File: config.mk
export PLATFORM = sky130hd
export DESIGN_NAME = code_fetch_breakpoint_pins
export DESIGN_NICKNAME = d
export VERILOG_FILES = /design/src/hdl/pin_ctrl_pkg.sv /design/src/hdl/pin_sync3.sv /design/src/hdl/code_fetch_breakpoint_pins.sv
export SDC_FILE = /design/constraint.sdc
export NUM_CORES = 1
export LEC_CHECK = 0
export BUFFER_PORTS_ARGS = -buffer_cell sky130_fd_sc_hd__buf_2
export CAP_MARGIN = 20
export CORE_ASPECT_RATIO = 1.4
export CORE_MARGIN = 4
export CORE_UTILIZATION = 53
export CTS_CLUSTER_SIZE = 12
export DETAILED_ROUTE_END_ITERATION = 7
export PLACE_DENSITY = 0.8
export REMOVE_ABC_BUFFERS = 1
export SLEW_MARGIN = 10
export SYNTH_ARGS = -nofsm -noshare
export SYNTH_HDL_FRONTEND = slang
export SYNTH_HIERARCHICAL = 1
export SYNTH_SLANG_ARGS = --single-unit
File: constraint.sdc
create_clock -name clk_i -period 1.8 [get_ports clk_i]
set_input_delay 0.09 -clock clk_i [delete_from_list [all_inputs] [get_ports clk_i]]
set_output_delay 0.09 -clock clk_i [all_outputs]
set_load 0.02 [all_outputs]
File: src/hdl/pin_ctrl_pkg.sv
// constants and register map of the code fetch and breakpoint pin block
//
// Contract
// - fetch strobe low for external code fetches
// - low code range internal unless select high
// - breakpoint output high on enabled address match
// - pulse mode gives eight-cycle high pulse
// - latched mode holds until status written one
// - clock output divided, defaults to slowest rate
// - clock output tristate from control bit one
// - port A config bit zero picks pin role
// - irq0 active low, edge or level
// - low reset clears all logic but pin 0 sync and history (set high) and divider count (set to one)
// - data bus driven only in accesses, low suspended
package pin_ctrl_pkg;
    // ------------------------------------------------------------
    // bus geometry
    // ------------------------------------------------------------
    localparam int ADDR_W = 4;
    localparam int DATA_W = 8;
    localparam int CADDR_W = 16;
    localparam int GPIO_W = 1;

    // ------------------------------------------------------------
    // register indices
    // ------------------------------------------------------------
    localparam logic [ADDR_W-1:0] REG_CPU_CTRL = 4'h0;
    localparam logic [ADDR_W-1:0] REG_BP_CTRL = 4'h1;
    localparam logic [ADDR_W-1:0] REG_BP_ADDR_HI = 4'h2;
    localparam logic [ADDR_W-1:0] REG_BP_ADDR_LO = 4'h3;
    localparam logic [ADDR_W-1:0] REG_PA_CFG = 4'h4;
    localparam logic [ADDR_W-1:0] REG_PA_OUT = 4'h5;
    localparam logic [ADDR_W-1:0] REG_PA_OE = 4'h6;
    localparam logic [ADDR_W-1:0] REG_PA_IN = 4'h7;
    localparam logic [ADDR_W-1:0] REG_IRQ_CTRL = 4'h8;
    localparam logic [ADDR_W-1:0] REG_INT_STAT = 4'h9;
    localparam logic [ADDR_W-1:0] REG_INT_MASK = 4'ha;

    // ------------------------------------------------------------
    // field positions
    // ------------------------------------------------------------
    localparam int CPU_CLK_TRI_BIT = 1;
    localparam int CPU_SPD_LSB = 3;
    localparam int CPU_SPD_W = 2;
    localparam int BP_STATUS_BIT = 0;
    localparam int BP_ENABLE_BIT = 1;
    localparam int BP_PULSE_BIT = 2;
    localparam int PA_EXT_IRQ0_N_SEL_BIT = 0;
    localparam int PA_PIN_BIT = 0;
    localparam int IRQ0_EDGE_BIT = 0;
    localparam int INT_BP_BIT = 0;
    localparam int INT_IRQ0_BIT = 1;
    localparam int INT_W = 2;

    // ------------------------------------------------------------
    // reset values
    // ------------------------------------------------------------
    localparam logic [DATA_W-1:0] CPU_CTRL_RST = 8'h00;
    localparam logic [DATA_W-1:0] REG_RST = 8'h00;
    localparam logic [CADDR_W-1:0] CADDR_RST = 16'h0000;
    localparam logic [INT_W-1:0] INT_RST = 2'h0;

    // ------------------------------------------------------------
    // code space and timing
    // ------------------------------------------------------------
    localparam logic [CADDR_W-1:0] INT_CODE_TOP = 16'h1fff;
    localparam int CLK_PERIOD_NS = 50;
    localparam int BP_PULSE_CYCLES = 8;
    localparam int PULSE_CNT_W = 4;
    localparam logic [PULSE_CNT_W-1:0] PULSE_LOAD = PULSE_CNT_W'(BP_PULSE_CYCLES);
    localparam logic [PULSE_CNT_W-1:0] PULSE_ZERO = 4'h0;

    // clock output speed codes and their half periods in clk_i cycles
    localparam logic [CPU_SPD_W-1:0] SPD_12 = 2'h0;
    localparam logic [CPU_SPD_W-1:0] SPD_24 = 2'h1;
    localparam logic [CPU_SPD_W-1:0] SPD_48 = 2'h2;
    localparam int DIV_W = 3;
    localparam logic [DIV_W-1:0] HALF_12 = 3'h4;
    localparam logic [DIV_W-1:0] HALF_24 = 3'h2;
    localparam logic [DIV_W-1:0] HALF_48 = 3'h1;
    localparam logic [DIV_W-1:0] DIV_ONE = 3'h1;
endpackage

File: src/hdl/pin_sync3.sv
// three-stage pin synchroniser with agreement filter
`timescale 1ns/1ps
module pin_sync3 #(
    parameter int WIDTH = 1,
    parameter logic [WIDTH-1:0] RST_VAL = '0
) (
    input wire logic clk_i,
    input wire logic rst_b_i,
    input wire logic [WIDTH-1:0] pin_i,
    output logic [WIDTH-1:0] sync_o
);
    // ------------------------------------------------------------
    // per-bit chain
    // ------------------------------------------------------------
    for (genvar b = 0; b < WIDTH; b++) begin : g_bit
        logic s1_r;
        logic s2_r;
        logic s3_r;
        logic out_r;
        // first stage feeds only the second, avoiding metastable fan-out
        always_ff @(posedge clk_i or negedge rst_b_i) begin
            if (!rst_b_i) begin
                s1_r <= RST_VAL[b];
                s2_r <= RST_VAL[b];
                s3_r <= RST_VAL[b];
            end else begin
                s1_r <= pin_i[b];
                s2_r <= s1_r;
                s3_r <= s2_r;
            end
        end
        // a change counts once stages two and three agree
        always_ff @(posedge clk_i or negedge rst_b_i) begin
            if (!rst_b_i) begin
                out_r <= RST_VAL[b];
            end else if (s2_r == s3_r) begin
                out_r <= s3_r;
            end
        end
        assign sync_o[b] = out_r;
    end
endmodule

File: src/hdl/code_fetch_breakpoint_pins.sv
// fetch strobe, breakpoint, clock output, port pin and data bus control
//
// Chosen here: the address-and-strobe port and the register addresses.
`timescale 1ns/1ps
module code_fetch_breakpoint_pins (
    input wire logic clk_i,
    input wire logic rst_b_i,
    // register port
    input wire logic [pin_ctrl_pkg::ADDR_W-1:0] reg_addr_i,
    input wire logic [pin_ctrl_pkg::DATA_W-1:0] reg_wdata_i,
    input wire logic reg_wr_i,
    input wire logic reg_rd_i,
    output logic [pin_ctrl_pkg::DATA_W-1:0] reg_rdata_o,
    output logic irq_o,
    // processor bus
    input wire logic [pin_ctrl_pkg::CADDR_W-1:0] cpu_addr_i,
    input wire logic cpu_addr_valid_i,
    input wire logic cpu_code_fetch_i,
    input wire logic cpu_data_access_i,
    input wire logic cpu_data_wr_i,
    input wire logic [pin_ctrl_pkg::DATA_W-1:0] cpu_wdata_i,
    input wire logic suspend_i,
    input wire logic irq0_ack_i,
    output logic code_from_ext_o,
    output logic [pin_ctrl_pkg::DATA_W-1:0] ext_rdata_o,
    output logic irq0_req_o,
    // pins
    input wire logic ext_code_select_i,
    output logic prog_fetch_strobe_n_o,
    output logic bp_hit_out_o,
    output logic cpu_clock_out_o,
    output logic cpu_clock_out_oe_o,
    input wire logic porta_pin0_i,
    output logic porta_pin0_o,
    output logic porta_pin0_oe_o,
    input wire logic [pin_ctrl_pkg::DATA_W-1:0] ext_data_i,
    output logic [pin_ctrl_pkg::DATA_W-1:0] ext_data_o,
    output logic ext_data_oe_o
);
    import pin_ctrl_pkg::*;

    // ------------------------------------------------------------
    // declarations
    // ------------------------------------------------------------
    logic [DATA_W-1:0] cpu_control_reg_r;
    logic bp_enable_r;
    logic bp_pulse_mode_r;
    logic bp_status_r;
    logic [CADDR_W-1:0] bp_match_addr_r;
    logic porta_alt_config_r;
    logic porta_out_r;
    logic porta_oe_r;
    logic irq0_edge_select_r;
    logic [INT_W-1:0] int_stat_r;
    logic [INT_W-1:0] int_mask_r;
    logic [INT_W-1:0] int_set;
    logic [INT_W-1:0] int_clr;
    logic [DATA_W-1:0] rdata_nxt;
    logic [DATA_W-1:0] rdata_r;
    logic ext_code_select_s;
    logic porta_pin0_s;
    logic pin0_prev_r;
    logic bp_match;
    logic bp_clr;
    logic [PULSE_CNT_W-1:0] pulse_cnt_r;
    logic irq0_latch_r;
    logic irq0_fall;
    logic [DIV_W-1:0] div_cnt_r;
    logic [DIV_W-1:0] half_per;
    logic clk_out_r;
    logic [DATA_W-1:0] ext_data_r;
    logic ext_data_oe_r;
    logic [DATA_W-1:0] ext_rdata_r;
    logic wr_bp;
    logic wr_stat;

    // ------------------------------------------------------------
    // pin synchronisers
    // ------------------------------------------------------------
    // both pins come from outside, so they pass the agreement filter
    pin_sync3 #(.WIDTH(2), .RST_VAL(2'h2)) u_sync (
        .clk_i(clk_i),
        .rst_b_i(rst_b_i),
        .pin_i({porta_pin0_i, ext_code_select_i}),
        .sync_o({porta_pin0_s, ext_code_select_s})
    );

    // ------------------------------------------------------------
    // code fetch routing
    // ------------------------------------------------------------
    // low range source select
    assign code_from_ext_o = ext_code_select_s || (cpu_addr_i > INT_CODE_TOP);
    assign prog_fetch_strobe_n_o = !(cpu_code_fetch_i && code_from_ext_o);

    // ------------------------------------------------------------
    // register writes
    // ------------------------------------------------------------
    assign wr_bp = reg_wr_i && (reg_addr_i == REG_BP_CTRL);
    assign wr_stat = reg_wr_i && (reg_addr_i == REG_INT_STAT);

    // every control register clears on reset
    always_ff @(posedge clk_i or negedge rst_b_i) begin
        if (!rst_b_i) begin
            cpu_control_reg_r <= CPU_CTRL_RST;
            bp_enable_r <= 1'b0;
            bp_pulse_mode_r <= 1'b0;
            bp_match_addr_r <= CADDR_RST;
            porta_alt_config_r <= 1'b0;
            porta_out_r <= 1'b0;
            porta_oe_r <= 1'b0;
            irq0_edge_select_r <= 1'b0;
            int_mask_r <= INT_RST;
        end else if (reg_wr_i) begin
            case (reg_addr_i)
                REG_CPU_CTRL: cpu_control_reg_r <= reg_wdata_i;
                REG_BP_CTRL: begin
                    bp_enable_r <= reg_wdata_i[BP_ENABLE_BIT];
                    bp_pulse_mode_r <= reg_wdata_i[BP_PULSE_BIT];
                end
                REG_BP_ADDR_HI: bp_match_addr_r[CADDR_W-1:DATA_W] <= reg_wdata_i;
                REG_BP_ADDR_LO: bp_match_addr_r[DATA_W-1:0] <= reg_wdata_i;
                REG_PA_CFG: porta_alt_config_r <= reg_wdata_i[PA_EXT_IRQ0_N_SEL_BIT];
                REG_PA_OUT: porta_out_r <= reg_wdata_i[PA_PIN_BIT];
                REG_PA_OE: porta_oe_r <= reg_wdata_i[PA_PIN_BIT];
                REG_IRQ_CTRL: irq0_edge_select_r <= reg_wdata_i[IRQ0_EDGE_BIT];
                REG_INT_MASK: int_mask_r <= reg_wdata_i[INT_W-1:0];
                default: ;
            endcase
        end
    end

    // ------------------------------------------------------------
    // breakpoint
    // ------------------------------------------------------------
    // full 16-bit compare each address cycle
    assign bp_match = bp_enable_r && cpu_addr_valid_i && (cpu_addr_i == bp_match_addr_r);
    assign bp_clr = wr_bp && reg_wdata_i[BP_STATUS_BIT];

    // status set on match, a match beats a clear
    always_ff @(posedge clk_i or negedge rst_b_i) begin
        if (!rst_b_i) begin
            bp_status_r <= 1'b0;
        end else if (bp_match) begin
            bp_status_r <= 1'b1;
        end else if (bp_clr) begin
            bp_status_r <= 1'b0;
        end
    end

    // pulse counter, a fresh match restarts the pulse
    always_ff @(posedge clk_i or negedge rst_b_i) begin
        if (!rst_b_i) begin
            pulse_cnt_r <= PULSE_ZERO;
        end else if (bp_match && bp_pulse_mode_r) begin
            pulse_cnt_r <= PULSE_LOAD;
        end else if (pulse_cnt_r != PULSE_ZERO) begin
            pulse_cnt_r <= pulse_cnt_r - 1'b1;
        end
    end

    // latched mode follows the sticky status
    assign bp_hit_out_o = bp_pulse_mode_r ? (pulse_cnt_r != PULSE_ZERO) : bp_status_r;

    // ------------------------------------------------------------
    // clock output
    // ------------------------------------------------------------
    // no pll here: rates are divisions of clk_i in the documented ratios
    always_comb begin
        case (cpu_control_reg_r[CPU_SPD_LSB +: CPU_SPD_W])
            SPD_24: half_per = HALF_24;
            SPD_48: half_per = HALF_48;
            default: half_per = HALF_12;
        endcase
    end

    // divider, reset loads a count of one; the control register reset value selects the slowest rate
    always_ff @(posedge clk_i or negedge rst_b_i) begin
        if (!rst_b_i) begin
            div_cnt_r <= DIV_ONE;
            clk_out_r <= 1'b0;
        end else if (div_cnt_r >= half_per) begin
            div_cnt_r <= DIV_ONE;
            clk_out_r <= !clk_out_r;
        end else begin
            div_cnt_r <= div_cnt_r + 1'b1;
        end
    end
    assign cpu_clock_out_o = clk_out_r;
    assign cpu_clock_out_oe_o = !cpu_control_reg_r[CPU_CLK_TRI_BIT];

    // ------------------------------------------------------------
    // port A pin 0 and irq0
    // ------------------------------------------------------------
    // alternate role turns the pin into an input
    assign porta_pin0_o = porta_out_r;
    assign porta_pin0_oe_o = porta_oe_r && !porta_alt_config_r;

    always_ff @(posedge clk_i or negedge rst_b_i) begin
        if (!rst_b_i) begin
            pin0_prev_r <= 1'b1;
        end else begin
            pin0_prev_r <= porta_pin0_s;
        end
    end
    assign irq0_fall = porta_alt_config_r && pin0_prev_r && !porta_pin0_s;

    // edge latch, a new edge wins over an acknowledge
    always_ff @(posedge clk_i or negedge rst_b_i) begin
        if (!rst_b_i) begin
            irq0_latch_r <= 1'b0;
        end else if (irq0_fall && irq0_edge_select_r) begin
            irq0_latch_r <= 1'b1;
        end else if (irq0_ack_i || !irq0_edge_select_r) begin
            irq0_latch_r <= 1'b0;
        end
    end
    // level mode follows the low pin
    assign irq0_req_o = irq0_edge_select_r ? irq0_latch_r : (porta_alt_config_r && !porta_pin0_s);

    // ------------------------------------------------------------
    // interrupt status
    // ------------------------------------------------------------
    assign int_set = {irq0_fall, bp_match};
    assign int_clr = wr_stat ? reg_wdata_i[INT_W-1:0] : INT_RST;

    // set beats the write-one clear in the same cycle
    always_ff @(posedge clk_i or negedge rst_b_i) begin
        if (!rst_b_i) begin
            int_stat_r <= INT_RST;
        end else begin
            int_stat_r <= int_set | (int_stat_r & ~int_clr);
        end
    end
    assign irq_o = |(int_stat_r & int_mask_r);

    // ------------------------------------------------------------
    // external data bus
    // ------------------------------------------------------------
    // drive for writes, low in suspend, released otherwise
    always_ff @(posedge clk_i or negedge rst_b_i) begin
        if (!rst_b_i) begin
            ext_data_r <= REG_RST;
            ext_data_oe_r <= 1'b0;
        end else if (suspend_i) begin
            ext_data_r <= REG_RST;
            ext_data_oe_r <= 1'b1;
        end else begin
            ext_data_r <= cpu_wdata_i;
            ext_data_oe_r <= cpu_data_access_i && cpu_data_wr_i;
        end
    end
    assign ext_data_o = ext_data_r;
    assign ext_data_oe_o = ext_data_oe_r;

    // capture read data during external reads
    always_ff @(posedge clk_i or negedge rst_b_i) begin
        if (!rst_b_i) begin
            ext_rdata_r <= REG_RST;
        end else if (cpu_data_access_i && !cpu_data_wr_i && !suspend_i) begin
            ext_rdata_r <= ext_data_i;
        end
    end
    assign ext_rdata_o = ext_rdata_r;

    // ------------------------------------------------------------
    // register reads
    // ------------------------------------------------------------
    // unmapped indices read zero
    always_comb begin
        rdata_nxt = REG_RST;
        case (reg_addr_i)
            REG_CPU_CTRL: rdata_nxt = cpu_control_reg_r;
            REG_BP_CTRL: begin
                rdata_nxt[BP_STATUS_BIT] = bp_status_r;
                rdata_nxt[BP_ENABLE_BIT] = bp_enable_r;
                rdata_nxt[BP_PULSE_BIT] = bp_pulse_mode_r;
            end
            REG_BP_ADDR_HI: rdata_nxt = bp_match_addr_r[CADDR_W-1:DATA_W];
            REG_BP_ADDR_LO: rdata_nxt = bp_match_addr_r[DATA_W-1:0];
            REG_PA_CFG: rdata_nxt[PA_EXT_IRQ0_N_SEL_BIT] = porta_alt_config_r;
            REG_PA_OUT: rdata_nxt[PA_PIN_BIT] = porta_out_r;
            REG_PA_OE: rdata_nxt[PA_PIN_BIT] = porta_oe_r;
            REG_PA_IN: rdata_nxt[PA_PIN_BIT] = porta_pin0_s;
            REG_IRQ_CTRL: rdata_nxt[IRQ0_EDGE_BIT] = irq0_edge_select_r;
            REG_INT_STAT: rdata_nxt[INT_W-1:0] = int_stat_r;
            REG_INT_MASK: rdata_nxt[INT_W-1:0] = int_mask_r;
            default: rdata_nxt = REG_RST;
        endcase
    end

    // read data valid only in the cycle after the strobe
    always_ff @(posedge clk_i or negedge rst_b_i) begin
        if (!rst_b_i) begin
            rdata_r <= REG_RST;
        end else begin
            rdata_r <= reg_rd_i ? rdata_nxt : REG_RST;
        end
    end
    assign reg_rdata_o = rdata_r;
endmodule

==> impl_metrics.yaml <==
status:
  outcome: "completed"
worst_setup_path:
  reg2regPathDepth: 7
  cp_top_family: "buffers and inverters"
  cp.depth: 6
  worst_setup_path_end_kind: "output pin"
  path_buf_inv: 3
  slowest_delay_ns: 0.35
  worstPathMaxFanout: 5
  critPathLaunchType: "flip-flop"
  crit_arrival_ns: 1.58
  slowest_stage: "dfrtp_1"
  critPathMostFrequentCell: "buf_4"
  worst_ep_required_time_ns: 1.71
  path_class: "reg -> out"
  path_cells: "inv_1 -> ha_1 -> nor3b_2 -> buf_4 -> a21oi_1 -> buf_4"
  r2r_setup_slack_ns: 0.16
power_and_ir_drop:
  switching_share_pct: 28.8
  ir_drop_uv: 943
  power_density_mw_per_mm2: 1140
  internal_power_mw: 3.75
  p_seq_share_pct: 44.7
  power_mw: 5.27
  p_clk_share_pct: 29.3
  p_leak_nw: 2.19
  p_comb_share_pct: 26.0
  p_switching_mw: 1.52
yosys:
  synthArstFlopShare_pct: 100
  synthCells: 293
  ys.flop_type: "dfrtp_1"
  syn_area_mm2: 0.00362
  synth_edf_count: 0
  ys_seq_elements: 78
  synth_cell_types: 51
  yosysSeqAreaShare_pct: 54.1
  yosys_warnings: 6
  syn_area_per_cell_um2: 12.4
sta:
  fin_ws_ns: 0.132
  final-setup-viol-count: 0
  rsz0062_at_grt: "no"
  finalClockSkew_ns: 0.0103
  final.period_utilization_pct: 92.7
  maxClockFrequency_mhz: 599
  final.min_clock_period_ns: 1.67
  relSlewSlack_pct: 59.5
  worst_pin_slew_ns: 0.608
  hold_viol: 0
  finalSetupTns_ns: 0
  slew_violations: 0
detailed_routing:
  vias: 2575
  met3WireLength_um: 325
  top_layer: "met4"
  met1_length_mm: 3.04
  firstDrtPassIters: 4
  routed_via_density: 5.08
  post_drt_wl_per_cell_um: 15.3
  drtAntennaViolNets: 0
  drt-total-wl_mm: 7.74
  drt_iter0_markers: 102
  met2_length_mm: 4.16
  drc_errors: 0
cells_and_area:
  nets: 474
  drive_gt1_share_pct: 40.2
  antenna_cells: 0
  fillers: 489
  layout_commonest_cell: "buf_2"
  final_cell_mix: "buf_2 (87), dfrtp_1 (72), mux2_2 (33), dlygate4sd3_1 (24), xnor2_1 (19)"
  final_cells: 507
  syn_to_final_growth_pct: 28.0
  final_area_mm2: 0.00464
min_path:
  holdCritPathClass: "in -> reg"
  min_path_cells: 2
global_route:
  track_usage_pct: 20.1
  grt_overflow: 0
  grt_pass1_vias: 2725
  antenna_found_initial: 0
  grt_max_degree: 49
  grt_pass1_wl_mm: 12.9
clock_tree:
  cts_buffer_depth: 2
  post-cts-setup-buffer-count: 0
  cts-root-buf: "clkbuf_8"
  cts.sinks: 78
  cts_tree: "built"
  htree_levels: 3
  cts_buffers: 9
  clkTransAtPathRegs_ns: 0.08
  clock_latency_ns: 0.35
floorplanning:
  die_x_um: 77.9
  die_h_um: 106
  coreArea_mm2: 0.00661
  fp-row-count: 35
  io_pins: 90
  initial_core_util_pct: 54.8
  die_area_mm2: 0.00824
placement:
  place_ws_ns: 0.0646
  dp_hpwl_mm: 5.61
  gp_congestion: 0.866
  port-buffer-count: 89
  dpl.cell_count: 467
  place_area_mm2: 0.00415
job:
  drv_cap: 0
[area by class of cell]
cell class / count / area, um2 / share of cell area [%]
tap: 92 / 115 / 2.48
inverter: 11 / 41.3 / 0.890
multi-input combinational: 193 / 1550 / 33.4
sequential: 78 / 1960 / 42.3
clock buffer: 10 / 128 / 2.75
clock inverter: 6 / 110 / 2.37
timing repair buffer: 117 / 733 / 15.8
[routing by layer]
metal | global-route usage (%) | up-vias
met4 | 9.92 | 0
li1 | - | 1237
met2 | 34.7 | 70
met3 | 3.93 | 14
met5 | 0 | -
met1 | 23.5 | 1254
[logic make-up after synthesis]
kind of cell / share of synthesized area (%)
AND/OR/NAND/NOR: 12.8
flip-flops: 54.1
adder cells (fa/ha/maj): 3.38
multiplexers: 16.1
XOR/XNOR: 4.83
buffers and inverters: 3.38
AO/OA/AOI/OAI: 5.35
[cells in the mapped netlist (all sizes together), types with 4 or more instances]
library cell	count	area share, %
o21ai	4	0.55
mux2i	7	1.9
mux2	41	14
nand4	5	0.86
buf	10	2.1
nor2b	13	2.2
a21oi	7	0.97
xnor2	19	4.6
nand2b	7	1.4
inv	11	1.1
nand2	19	2.0
ha	8	2.8
dfstp	6	4.4
nor2	18	1.9
nand3	7	0.97
dfrtp	72	50
[worst paths after layout]
path | start | end
setup / recovery | pulse_cnt_r[0] | bp_hit_out_o
hold / removal | reg_wdata_i[6] | bp_match_addr_r[6]
setup reg to reg | cpu_control_reg_r[3] | div_cnt_r[2]
hold reg to reg | u_sync/g_bit[1].s1_r | u_sync/g_bit[1].s2_r
max in group asynchronous | rst_b_i | pulse_cnt_r[0]
min in group asynchronous | rst_b_i | porta_alt_config_r
[through the flow]
step,utilization (%),hold WS [ns]
floorplan,-,-0.206
global placement,62.7,0.132
detailed placement,62.7,0.145
CTS,70.0,0.00188
global route,70.1,0.00538
finish,70.1,0.00553
[flip-flops by register name (all words and copies together), names as in the netlist, 2 cells and up]
name                count
div_cnt_r               3
ext_rdata_o             8
u_sync/g_bit.s2_r       2
u_sync/g_bit.s3_r       2
int_mask_r              2
ext_data_o              8
cpu_control_reg_r       8
bp_match_addr_r        16
int_stat_r              2
reg_rdata_o             8
u_sync/g_bit.out_r      2
u_sync/g_bit.s1_r       2
pulse_cnt_r             4
[power groups by stage]
stage / clock (mW) / sequential [mW] / combinational (mW)
detailed placement: 0 / 2.38 / 1.32
global placement: 0 / 2.36 / 1.27
CTS: 1.57 / 2.35 / 1.37
floorplan: 0 / 2.41 / 0.846
global route: 1.65 / 2.41 / 1.54
finish: 1.55 / 2.36 / 1.37
[timing repair]
action                     4_1_cts  5_1_grt
resized for setup                0        3
hold endpoints to repair        65        0
setup endpoints to repair        0        4
hold buffers                    24        0
No activity file was read; power rests on OpenSTA's default activity.
